$ cat config.mk
export PLATFORM = sky130hd
export DESIGN_NAME = mtc_trigger_ctrl
export DESIGN_NICKNAME = d
export VERILOG_FILES = /design/src/core/mtc_pkg.sv /design/src/core/mtc_edge_det.sv /design/src/core/mtc_trigger_ctrl.sv
export SDC_FILE = /design/constraint.sdc
export NUM_CORES = 1
export LEC_CHECK = 0
export ABC_AREA = 1
export BUFFER_PORTS_ARGS = -buffer_cell sky130_fd_sc_hd__buf_2
export CELL_PAD_IN_SITES_DETAIL_PLACEMENT = 1
export CELL_PAD_IN_SITES_GLOBAL_PLACEMENT = 2
export CORE_MARGIN = 2
export CORE_UTILIZATION = 35
export DETAILED_ROUTE_END_ITERATION = 7
export GPL_TIMING_DRIVEN = 1
export PLACE_DENSITY = 0.86
export SLEW_MARGIN = 10
export SYNTH_ARGS = -nofsm -noshare
export SYNTH_HDL_FRONTEND = slang
export SYNTH_SLANG_ARGS = --single-unit
$ cat constraint.sdc
create_clock -name core_clk -period 4.9 [get_ports core_clk]
set_clock_uncertainty 0.15 [all_clocks]
set_input_delay 1.225 -clock core_clk [delete_from_list [all_inputs] [get_ports core_clk]]
set_output_delay 1.225 -clock core_clk [all_outputs]
set_load 0.01 [all_outputs]
$ cat src/core/mtc_pkg.sv
// constants, types and helpers for the measurement trigger controller
//Contract
//- internal mode restarts measurement after each cycle
//- key press starts one single measurement
//- rear or handler pulse starts measurement
//- each bus trigger command gives one cycle
//- triggers during a running cycle are discarded
//- accept only after done output went low
//- rear input edge chosen by polarity setting
//- polarity leaves handler trigger line sense fixed
//- frequency shift clamped to minus two..plus two
//- compute phase 0.7ms without status update
//- auto range adds ranging interval
//- display off shortens compute phase
package mtc_pkg;

   localparam int unsigned CLK_MHZ             = 200;
   // phase times in microseconds; compute is 1 ms / 0.7 ms
   localparam int unsigned COMPUTE_STAT_ON_US  = 1000;
   localparam int unsigned COMPUTE_STAT_OFF_US = 700;
   localparam int unsigned DISPLAY_SAVE_US     = 100;
   localparam int unsigned RANGE_US            = 500;
   localparam int unsigned ANALOG_US           = 1000;
   localparam int unsigned COMPUTE_ON_CYC      = COMPUTE_STAT_ON_US * CLK_MHZ;
   localparam int unsigned COMPUTE_OFF_CYC     = COMPUTE_STAT_OFF_US * CLK_MHZ;
   localparam int unsigned DISPLAY_SAVE_CYC    = DISPLAY_SAVE_US * CLK_MHZ;
   localparam int unsigned RANGE_CYC           = RANGE_US * CLK_MHZ;
   localparam int unsigned ANALOG_CYC          = ANALOG_US * CLK_MHZ;

   // register byte offsets
   localparam logic [7:0] ADDR_CTRL   = 8'h00;
   localparam logic [7:0] ADDR_CMD    = 8'h04;
   localparam logic [7:0] ADDR_STATUS = 8'h08;

   // control field positions
   localparam int unsigned CTRL_MODE_LSB  = 0;
   localparam int unsigned CTRL_EDGE_BIT  = 2;
   localparam int unsigned CTRL_STAT_BIT  = 3;
   localparam int unsigned CTRL_DISP_BIT  = 4;
   localparam int unsigned CTRL_RANGE_BIT = 5;
   localparam int unsigned CTRL_SHIFT_LSB = 8;
   localparam int unsigned CMD_TRIG_BIT   = 0;

   // status field positions
   localparam int unsigned STAT_BUSY_BIT    = 0;
   localparam int unsigned STAT_DONE_BIT    = 1;
   localparam int unsigned STAT_PHASE_LSB   = 2;
   localparam int unsigned STAT_DISCARD_LSB = 8;
   localparam int unsigned STAT_COUNT_LSB   = 16;

   localparam logic signed [7:0] SHIFT_MAX = 8'sh02;
   localparam logic signed [7:0] SHIFT_MIN = -8'sh02;

   typedef enum logic [1:0] {
      MTC_MODE_INT,
      MTC_MODE_KEY,
      MTC_MODE_EXT,
      MTC_MODE_BUS
   } mtc_mode_t;

   localparam logic RISING_EDGE_OPTION  = 1'b0;
   localparam logic FALLING_EDGE_OPTION = 1'b1;

   typedef struct packed {
      logic [7:0] freq_shift;
      logic       auto_range;
      logic       display_en;
      logic       status_update_en;
      logic       rear_trigger_edge_select;
      mtc_mode_t  mode;
   } mtc_cfg_t;

   localparam mtc_cfg_t CFG_RESET = '{
      freq_shift: 8'h00,
      auto_range: 1'b1,
      display_en: 1'b1,
      status_update_en: 1'b1,
      rear_trigger_edge_select: RISING_EDGE_OPTION,
      mode: MTC_MODE_INT
   };

   function automatic logic [7:0] mtc_clamp_shift(input logic [7:0] v);
      logic signed [7:0] s;
      s = $signed(v);
      if (s > SHIFT_MAX) begin
         return SHIFT_MAX;
      end else if (s < SHIFT_MIN) begin
         return SHIFT_MIN;
      end
      return v;
   endfunction : mtc_clamp_shift

endpackage : mtc_pkg

$ cat src/core/mtc_edge_det.sv
// single-bit rise and fall detector for synchronous inputs
`timescale 1ns/1ps
module mtc_edge_det #(
   parameter logic IDLE_LEVEL = 1'b0
) (
   input  wire logic core_clk,
   input  wire logic arst_n,
   input  wire logic sig,
   output logic      rise,
   output logic      fall
);
   logic prev_r;

   always_ff @(posedge core_clk or negedge arst_n) begin
      if (!arst_n) begin
         prev_r <= IDLE_LEVEL;
      end else begin
         prev_r <= sig;
      end
   end

   assign rise = sig & ~prev_r;
   assign fall = ~sig & prev_r;

endmodule : mtc_edge_det

$ cat src/core/mtc_trigger_ctrl.sv
// measurement trigger controller with classic wishbone register slave
//
// The Wishbone interface to the registers and the register offsets were chosen for this implementation.
`timescale 1ns/1ps
module mtc_trigger_ctrl #(
   parameter int unsigned P_COMPUTE_ON_CYC   = mtc_pkg::COMPUTE_ON_CYC,
   parameter int unsigned P_COMPUTE_OFF_CYC  = mtc_pkg::COMPUTE_OFF_CYC,
   parameter int unsigned P_DISPLAY_SAVE_CYC = mtc_pkg::DISPLAY_SAVE_CYC,
   parameter int unsigned P_RANGE_CYC        = mtc_pkg::RANGE_CYC,
   parameter int unsigned P_ANALOG_CYC       = mtc_pkg::ANALOG_CYC
) (
   input  wire logic        core_clk,
   input  wire logic        arst_n,
   input  wire logic        wb_cyc_i,
   input  wire logic        wb_stb_i,
   input  wire logic        wb_we_i,
   input  wire logic [7:0]  wb_adr_i,
   input  wire logic [3:0]  wb_sel_i,
   input  wire logic [31:0] wb_dat_i,
   output logic      [31:0] wb_dat_o,
   output logic             wb_ack_o,
   input  wire logic        key_press,
   input  wire logic        rear_trigger_in,
   input  wire logic        handler_trigger_in,
   output logic             measurement_done_n,
   output logic             meas_start,
   output logic             ranging,
   output logic             measuring,
   output logic             computing,
   output logic      [7:0]  freq_shift_pct
);
   import mtc_pkg::*;

   typedef enum logic [2:0] {
      ST_IDLE,
      ST_RANGE,
      ST_MEASURE,
      ST_COMPUTE
   } mtc_state_t;

   mtc_cfg_t   cfg_r;
   mtc_state_t state_r;
   logic [31:0] cnt_r;
   logic        done_n_r;
   logic        ack_r;
   logic [31:0] rdata_r;
   logic        start_r;
   logic [7:0]  discard_r;
   logic [15:0] complete_r;

   logic        wr_en;
   logic        bus_trig;
   logic        key_rise;
   logic        rear_rise;
   logic        rear_fall;
   logic        rear_hit;
   logic        hnd_rise;
   logic        trig_req;
   logic        trig_accept;
   logic [31:0] comp_len;
   logic [31:0] rd_mux;

   // edge detectors
   mtc_edge_det #(.IDLE_LEVEL(1'b0)) u_key (
      .core_clk (core_clk),
      .arst_n   (arst_n),
      .sig      (key_press),
      .rise     (key_rise),
      .fall     ()
   );

   mtc_edge_det #(.IDLE_LEVEL(1'b0)) u_rear (
      .core_clk (core_clk),
      .arst_n   (arst_n),
      .sig      (rear_trigger_in),
      .rise     (rear_rise),
      .fall     (rear_fall)
   );

   mtc_edge_det #(.IDLE_LEVEL(1'b0)) u_hnd (
      .core_clk (core_clk),
      .arst_n   (arst_n),
      .sig      (handler_trigger_in),
      .rise     (hnd_rise),
      .fall     ()
   );

   // rear edge follows polarity; handler line always rising
   assign rear_hit = (cfg_r.rear_trigger_edge_select == FALLING_EDGE_OPTION) ?
                     rear_fall : rear_rise;

   // wishbone slave: ack one cycle after request, write at ack edge
   assign wr_en    = wb_cyc_i & wb_stb_i & wb_we_i & ack_r;
   assign bus_trig = wr_en & (wb_adr_i == ADDR_CMD) & wb_sel_i[0] & wb_dat_i[CMD_TRIG_BIT];

   always_ff @(posedge core_clk or negedge arst_n) begin
      if (!arst_n) begin
         ack_r <= 1'b0;
      end else begin
         ack_r <= wb_cyc_i & wb_stb_i & ~ack_r;
      end
   end

   always_comb begin
      rd_mux = 32'h0000_0000;
      case (wb_adr_i)
         ADDR_CTRL: begin
            rd_mux[CTRL_MODE_LSB +: 2]     = cfg_r.mode;
            rd_mux[CTRL_EDGE_BIT]          = cfg_r.rear_trigger_edge_select;
            rd_mux[CTRL_STAT_BIT]          = cfg_r.status_update_en;
            rd_mux[CTRL_DISP_BIT]          = cfg_r.display_en;
            rd_mux[CTRL_RANGE_BIT]         = cfg_r.auto_range;
            rd_mux[CTRL_SHIFT_LSB +: 8]    = cfg_r.freq_shift;
         end
         ADDR_STATUS: begin
            rd_mux[STAT_BUSY_BIT]          = (state_r != ST_IDLE);
            rd_mux[STAT_DONE_BIT]          = done_n_r;
            rd_mux[STAT_PHASE_LSB +: 3]    = state_r;
            rd_mux[STAT_DISCARD_LSB +: 8]  = discard_r;
            rd_mux[STAT_COUNT_LSB +: 16]   = complete_r;
         end
         default: begin
            rd_mux = 32'h0000_0000;
         end
      endcase
   end

   always_ff @(posedge core_clk or negedge arst_n) begin
      if (!arst_n) begin
         rdata_r <= 32'h0000_0000;
      end else if (wb_cyc_i & wb_stb_i & ~wb_we_i & ~ack_r) begin
         rdata_r <= rd_mux;
      end
   end

   assign wb_dat_o = rdata_r;
   assign wb_ack_o = ack_r;

   // configuration register with byte lanes
   always_ff @(posedge core_clk or negedge arst_n) begin
      if (!arst_n) begin
         cfg_r <= CFG_RESET;
      end else if (wr_en && wb_adr_i == ADDR_CTRL) begin
         if (wb_sel_i[0]) begin
            cfg_r.mode                     <= mtc_mode_t'(wb_dat_i[CTRL_MODE_LSB +: 2]);
            cfg_r.rear_trigger_edge_select <= wb_dat_i[CTRL_EDGE_BIT];
            cfg_r.status_update_en         <= wb_dat_i[CTRL_STAT_BIT];
            cfg_r.display_en               <= wb_dat_i[CTRL_DISP_BIT];
            cfg_r.auto_range               <= wb_dat_i[CTRL_RANGE_BIT];
         end
         if (wb_sel_i[1]) begin
            cfg_r.freq_shift <= mtc_clamp_shift(wb_dat_i[CTRL_SHIFT_LSB +: 8]);
         end
      end
   end

   assign freq_shift_pct = cfg_r.freq_shift;

   // trigger source selection
   always_comb begin
      case (cfg_r.mode)
         MTC_MODE_INT: trig_req = 1'b1;
         MTC_MODE_KEY: trig_req = key_rise;
         MTC_MODE_EXT: trig_req = rear_hit | hnd_rise;
         MTC_MODE_BUS: trig_req = bus_trig;
         default:      trig_req = 1'b0;
      endcase
   end

   // only an idle controller with done low takes a trigger
   assign trig_accept = trig_req & (state_r == ST_IDLE) & ~done_n_r;

   // compute length from status update and display settings
   always_comb begin
      comp_len = cfg_r.status_update_en ? 32'(P_COMPUTE_ON_CYC) :
                                          32'(P_COMPUTE_OFF_CYC);
      if (!cfg_r.display_en) begin
         comp_len = comp_len - 32'(P_DISPLAY_SAVE_CYC);
      end
   end

   // measurement cycle sequencer
   always_ff @(posedge core_clk or negedge arst_n) begin
      if (!arst_n) begin
         state_r  <= ST_IDLE;
         cnt_r    <= 32'h0000_0000;
         done_n_r <= 1'b0;
      end else begin
         case (state_r)
            ST_IDLE: begin
               if (trig_accept) begin
                  done_n_r <= 1'b1;
                  if (cfg_r.auto_range) begin
                     state_r <= ST_RANGE;
                     cnt_r   <= 32'(P_RANGE_CYC) - 32'h1;
                  end else begin
                     state_r <= ST_MEASURE;
                     cnt_r   <= 32'(P_ANALOG_CYC) - 32'h1;
                  end
               end
            end
            ST_RANGE: begin
               if (cnt_r == 32'h0) begin
                  state_r <= ST_MEASURE;
                  cnt_r   <= 32'(P_ANALOG_CYC) - 32'h1;
               end else begin
                  cnt_r <= cnt_r - 32'h1;
               end
            end
            ST_MEASURE: begin
               if (cnt_r == 32'h0) begin
                  state_r <= ST_COMPUTE;
                  cnt_r   <= comp_len - 32'h1;
               end else begin
                  cnt_r <= cnt_r - 32'h1;
               end
            end
            ST_COMPUTE: begin
               if (cnt_r == 32'h0) begin
                  state_r  <= ST_IDLE;
                  done_n_r <= 1'b0;
               end else begin
                  cnt_r <= cnt_r - 32'h1;
               end
            end
            default: begin
               state_r  <= ST_IDLE;
               done_n_r <= 1'b0;
            end
         endcase
      end
   end

   assign measurement_done_n = done_n_r;
   assign ranging            = (state_r == ST_RANGE);
   assign measuring          = (state_r == ST_MEASURE);
   assign computing          = (state_r == ST_COMPUTE);

   // start pulse and statistics
   always_ff @(posedge core_clk or negedge arst_n) begin
      if (!arst_n) begin
         start_r <= 1'b0;
      end else begin
         start_r <= trig_accept;
      end
   end

   assign meas_start = start_r;

   always_ff @(posedge core_clk or negedge arst_n) begin
      if (!arst_n) begin
         discard_r <= 8'h00;
      end else if (trig_req && !trig_accept && cfg_r.mode != MTC_MODE_INT &&
                   discard_r != 8'hFF) begin
         discard_r <= discard_r + 8'h01;
      end
   end

   always_ff @(posedge core_clk or negedge arst_n) begin
      if (!arst_n) begin
         complete_r <= 16'h0000;
      end else if (state_r == ST_COMPUTE && cnt_r == 32'h0) begin
         complete_r <= complete_r + 16'h0001;
      end
   end
endmodule : mtc_trigger_ctrl

* Word level (Yosys, flattened, before mapping)
Index checks and enable logic that the tools add are counted.
** Storage, ports and cells
- Register bits :: 109
- Output and inout port bits :: 46
- Logic and storage cells :: 111
- Bits of input ports :: 52
** Cells by class
- $add $sub $neg :: 5
- Reductions and logical operators :: 19
- Equal/unequal tests :: 14
- Bitwise operators :: 24
- Muxes and demuxes :: 30
- $lt $le $gt $ge :: 2
** Operators by type and width (count)
- two-way mux 32 bit :: 5
- case mux 32 bit (4 select lines) :: 1
- subtractor 32 x 1 -> 32 bit, second input constant :: 2
- zero test 32 bit :: 1
- two-way mux 8 bit :: 3
- subtractor 18 x 15 -> 19 bit, second input constant :: 1
- two-way mux 18 bit :: 1
- two-way mux 17 bit :: 1
- adder 16 x 1 -> 16 bit, second input constant :: 1
- two-way mux 16 bit :: 1
- case mux 8 bit (2 select lines) :: 1
- bitwise AND 1 bit :: 15
- two-way mux 3 bit :: 4
- case mux 3 bit (4 select lines) :: 1
- case mux 5 bit (2 select lines) :: 1
- adder 8 x 1 -> 8 bit, second input constant :: 1
- == test 8 x 3 -> 1 bit, second input constant :: 1
- == test 8 x 4 -> 1 bit, second input constant :: 1
- greater-than comparator 8 x 3 -> 1 bit, second input constant :: 1
- zero test 8 bit :: 1
- < comparator 8 x 2 -> 1 bit, second input constant :: 1
- two-way mux 1 bit :: 8
- inequality test 8 bit, second input constant :: 1
- NOT 1 bit :: 8
- 21 further kinds :: 32

* Logic depth before layout (Yosys ltp)
- Word-level depth :: 13
- Mapped depth :: 15
- Mapped depth without buffers :: 15

* By module
A second synthesis with hierarchy kept.
** Unflattened totals
- Cell total of the unflattened synthesis :: 834
- Area, all modules :: 6278.5 µm²
** By module, submodules not included
- mtc_trigger_ctrl :: area each 6158.4 µm², seq. area each 2631.3 µm², instances 1, cells an instance 819
- mtc_edge_det :: area each 40.0 µm², seq. area each 25.0 µm², instances 3, cells an instance 5

* Least setup slack after synthesis
OpenSTA, ideal clock, no wires.
- Path kind :: input to register
- Start :: in wb_adr_i[7]
- End :: reg cnt_r[10]
- Data required time :: 4.679 ns
- Arrival time :: 2.367 ns
- Cell stages on the path :: 14
- Buffers on the path :: 1
- Path slack :: 2.312 ns
- Setup time :: 0.071 ns
- Cells stage by stage :: nor2_1 -> nand2_1 -> nor2_1 -> nand2_1 -> nand2_1 -> nand2_1 -> nand2_1 -> nand2_1 -> nand2_2 -> nand2_2 -> inv_2 -> buf_4 -> nor2_1 -> nor2_1
** On the way
- Word-level cells in the longest chain between the ends :: 9
** Ends and longest elaborated chain
- from (decl) :: line mtc_trigger_ctrl.sv:17 : input wire logic [7:0] wb_adr_i,
- == test 8 x 3 -> 1 bit :: line mtc_trigger_ctrl.sv:94 : assign bus_trig = wr_en & (wb_adr_i == ADDR_CMD) & wb_sel_i[0] & wb_dat_i[CMD_TRIG_BIT];
- bitwise AND 1 bit (3 in series) :: line mtc_trigger_ctrl.sv:94
- case mux 1 bit (4 select lines) :: line mtc_trigger_ctrl.sv:161 : case (cfg_r.mode)
- bitwise AND 1 bit (2 in series) :: line mtc_trigger_ctrl.sv:171 : assign trig_accept = trig_req & (state_r == ST_IDLE) & ~done_n_r;
- inequality test 2 bit (no line)
- AND reduction 3 bit (no line)
- to (signal assigned) :: line mtc_trigger_ctrl.sv:195 : cnt_r <= 32'(P_RANGE_CYC) - 32'h1;
- to (signal assigned) :: line mtc_trigger_ctrl.sv:198 : cnt_r <= 32'(P_ANALOG_CYC) - 32'h1;
- to (signal assigned) :: line mtc_trigger_ctrl.sv:205 : cnt_r <= 32'(P_ANALOG_CYC) - 32'h1;
- to (decl) :: line mtc_trigger_ctrl.sv:43 : logic [31:0] cnt_r;
No other way between the ends.
A chain may end at the register's enable or synchronous reset.

* Worst setup path in the final report
- Start :: reg state_r[0]
- End :: out measuring
** On the way
- Word-level cells in the longest chain between the ends :: 1
** Ends and longest elaborated chain
- from (decl) :: line mtc_trigger_ctrl.sv:42 : mtc_state_t state_r;
- from (signal assigned) :: line mtc_trigger_ctrl.sv:185 : state_r <= ST_IDLE;
- from (signal assigned) :: line mtc_trigger_ctrl.sv:194 : state_r <= ST_RANGE;
- from (signal assigned) :: line mtc_trigger_ctrl.sv:197 : state_r <= ST_MEASURE;
- == test 3 x 2 -> 1 bit :: line mtc_trigger_ctrl.sv:236 : assign measuring = (state_r == ST_MEASURE);
- to (decl) :: line mtc_trigger_ctrl.sv:28 : output logic measuring,
No other way between the ends.

==> flow_metrics.env <==
export IMPL_cts_repair_resized=0
export IMPL_grt_max_degree=62
export IMPL_area_delta_synth_final_pct=13.9
export IMPL_period_needed_ns=3.08
export IMPL_synth_edf_count=0
export IMPL_rsz0062_at_grt="no"
export IMPL_drive_above_1_share=0.145
export IMPL_comb_power_share=0.379
export IMPL_synth_main_ff_cell="dfrtp_1"
export IMPL_placement_io_buffers=75
export IMPL_die_y_um=139
export IMPL_crit_start="state_r[0]"
export IMPL_n_fill_cell=2241
export IMPL_start_util=0.355
export IMPL_num_vias=5560
export IMPL_post_cts_buffers=0
export IMPL_die_area_sq_mm=0.0192
export IMPL_fin_nets=972
export IMPL_finalHoldViolCount=0
export IMPL_pwr_share_clk=0.266
export IMPL_p_total_mw=3.02
export IMPL_min_from="wb_dat_o[24]"
export IMPL_fin_setup_tns_ns=0
export IMPL_routabilityCongestion=0.851
export IMPL_drv_slew=0
export IMPL_clk_pin_slew_ns=0.08
export IMPL_place_worst_setup_slack_ns=1.42
export IMPL_drt_antenna_violating_nets=0
export IMPL_power_frac_seq=0.355
export IMPL_drtIter0Drc=213
export IMPL_p_leak_nw=3.87
export IMPL_track_usage=0.193
export IMPL_hp_class="reg -> reg"
export IMPL_via_per_inst=4.88
export IMPL_pin_count=98
export IMPL_ir_drop_uv=193
export IMPL_fmax_mhz=325
export IMPL_cts_tree="built"
export IMPL_cts_htree_levels=3
export IMPL_grt_pass1_vias=5869
export IMPL_ys_types=40
export IMPL_cp_max_fo=15
export IMPL_wl_per_cell_um=15.6
export IMPL_path_cells="inv_1 > ha_1 > buf_2"
export IMPL_synth_top_area_frac=0.415
export IMPL_finish_instance_area_sq_mm=0.00722
export IMPL_yosysWarningCount=0
export IMPL_r2r_start="state_r[1]"
export IMPL_antenna_found_initial=2
export IMPL_p_per_area_mw_per_mm2=419
export IMPL_clk_path_buf_depth=2
export IMPL_setup_viol=0
export IMPL_critPathMaxStageDelay_ns=0.52
export IMPL_cap_violations=0
export IMPL_fin_ws_ns=1.82
export IMPL_power_switching_mw=1.30
export IMPL_row_count=49
export IMPL_synth_seq_cells=108
export IMPL_status="completed"
export IMPL_gr_total_overflow=0
export IMPL_clkSinkCount=108
export IMPL_synthCells=841
export IMPL_wirelength_mm=17.8
export IMPL_antenna_cells=0
export IMPL_fp_dieW_um=139
export IMPL_synthArstFlopShare=1.00
export IMPL_synth_seq_area_share=0.427
export IMPL_power_internal_mw=1.72
export IMPL_first_pass_iters=4
export IMPL_post_synth_top_area_cell="dfrtp_1"
export IMPL_fin_crit_sh=0.629
export IMPL_crit_path_end_kind="output pin"
export IMPL_clkLatencyLatePin_ns=0.36
export IMPL_numCtsBuffers=9
export IMPL_avgSynthCellArea_sq_um=7.54
export IMPL_p_sw_frac=0.430
export IMPL_worstPathRequired_ns=3.52
export IMPL_cts_root_buffer="clkbuf_16"
export IMPL_worstMarginPinSlew_ns=0.973
export IMPL_grt_pass1_wl_mm=30.4
export IMPL_critPathSlowestCell="ha_1"
export IMPL_synth_area_sq_mm=0.00634
export IMPL_synthTopCellsByArea="dfrtp_1 41%, nand2_1 13%, inv_1 6.8%"
export IMPL_relSlewSlack=0.350
export IMPL_postPlaceCellArea_sq_mm=0.00689
export IMPL_cp_arrival_ns=1.71
export IMPL_worst_setup_path_type="reg -> out"
export IMPL_crit_path_start_kind="flop"
export IMPL_dp_final_hpwl_mm=13.4
export IMPL_cts_hold_fix_buffers=0
export IMPL_drc=0
export IMPL_core_area_sq_mm=0.0178
cells by family after synthesis:
| logic type | Yosys count | share of synthesized area |
|---|---|---|
| AO/OA/AOI/OAI | 98 | 0.0882 |
| XOR/XNOR | 35 | 0.0484 |
| adder cells (fa/ha/maj) | 15 | 0.0296 |
| buffers and inverters | 146 | 0.0961 |
| flip-flops | 108 | 0.427 |
| other | 1 | 0.000592 |
| AND/OR/NAND/NOR | 438 | 0.310 |
power groups by stage:
| stage | registers [mW] | clock network, mW | logic, mW |
|---|---|---|---|
| after floorplan | 1.06 | 0 | 0.836 |
| after global placement | 1.09 | 0 | 1.13 |
| after detailed placement | 1.09 | 0 | 1.15 |
| after CTS | 1.07 | 0.826 | 1.16 |
| after global routing | 1.09 | 0.867 | 1.30 |
| final | 1.07 | 0.806 | 1.15 |
critical path, delay by kind of cell (launching register included):
kind,cells,cell delay (ns)
fa+ha+maj,1,0.52
buf+inv,2,0.39
flops,1,0.43
synthesized netlist by cell type (2+ instances only):
library cell / instances
nand2_1: 226
inv_1: 115
dfrtp_1: 105
nor2_1: 81
nand3_1: 62
o21ai_0: 53
xor2_1: 32
a21oi_1: 16
nand4_1: 16
nor3_1: 16
ha_1: 15
buf_4: 11
nand2_2: 11
o221ai_1: 10
clkbuf_1: 9
nor2_2: 8
buf_2: 6
o21ai_1: 6
nand2_4: 4
nor2_4: 4
a22oi_1: 3
a31oi_1: 3
dfstp_2: 3
nor2_8: 3
nor4_1: 3
xnor2_1: 3
inv_2: 2
o211ai_1: 2
o21bai_1: 2
placed cells by master (no fill, tap or decap), drive strengths merged, types with 2 or more instances in the layout:
| cell | count |
|---|---|
| a21oi | 16 |
| a22oi | 3 |
| a31oi | 3 |
| buf | 79 |
| clkbuf | 9 |
| clkinv | 6 |
| conb | 2 |
| dfrtp | 105 |
| dfstp | 3 |
| ha | 15 |
| inv | 119 |
| nand2 | 241 |
| nand3 | 62 |
| nand4 | 16 |
| nor2 | 96 |
| nor3 | 17 |
| nor4 | 3 |
| o211ai | 2 |
| o21ai | 59 |
| o21bai | 2 |
| o221ai | 10 |
| xnor2 | 3 |
| xor2 | 32 |
final timing paths:
path	slack, ns	end	cells after the start
worst max-delay path	1.82	measuring	3
worst min-delay path	0.34	wb_dat_o[24]	2
worst max register to register	2.12	cnt_r[18]	12
worst min register to register	0.34	wb_dat_o[24]	2
max in group asynchronous	3.05	cfg_r[4]	2
min in group asynchronous	0.74	cnt_r[13]	1
sequential cells by signal, summed over array words and instances (netlist names):
| name | count |
|---|---|
| discard_r | 8 |
| state_r | 2 |
| complete_r | 16 |
| u_hnd.prev_r | 1 |
| cnt_r | 32 |
| u_rear.prev_r | 1 |
| cfg_r | 6 |
| measurement_done_n | 1 |
| wb_ack_o | 1 |
| meas_start | 1 |
| u_key.prev_r | 1 |
| wb_dat_o | 30 |
| freq_shift_pct | 8 |
final cells by class:
type	count	area, sq um	share of cell area
multi-input combinational	588	3030	0.419
sequential	108	2710	0.375
inverter	119	452	0.0626
timing repair buffer	79	420	0.0582
tap	229	287	0.0397
clock buffer	9	225	0.0312
clock inverter	7	103	0.0142
stage by stage:
| step | utilization | std cells | hold slack (ns) |
|---|---|---|---|
| after floorplan | - | 842 | 0.303 |
| after global placement | 0.386 | 1123 | 0.315 |
| after detailed placement | 0.386 | 1123 | 0.322 |
| after CTS | 0.405 | 1139 | 0.344 |
| after global routing | 0.405 | 1139 | 0.360 |
| final | 0.405 | 1139 | 0.338 |
per-layer routing:
metal,part of all wire,up-vias,GRT usage
met3,0.041,10,0.0401
met1,0.47,2701,0.258
met5,0,-,0
met2,0.48,70,0.330
met4,0.0085,0,0.0365
li1,-,2779,-
Note: power is estimated with default switching activity, not from simulation.
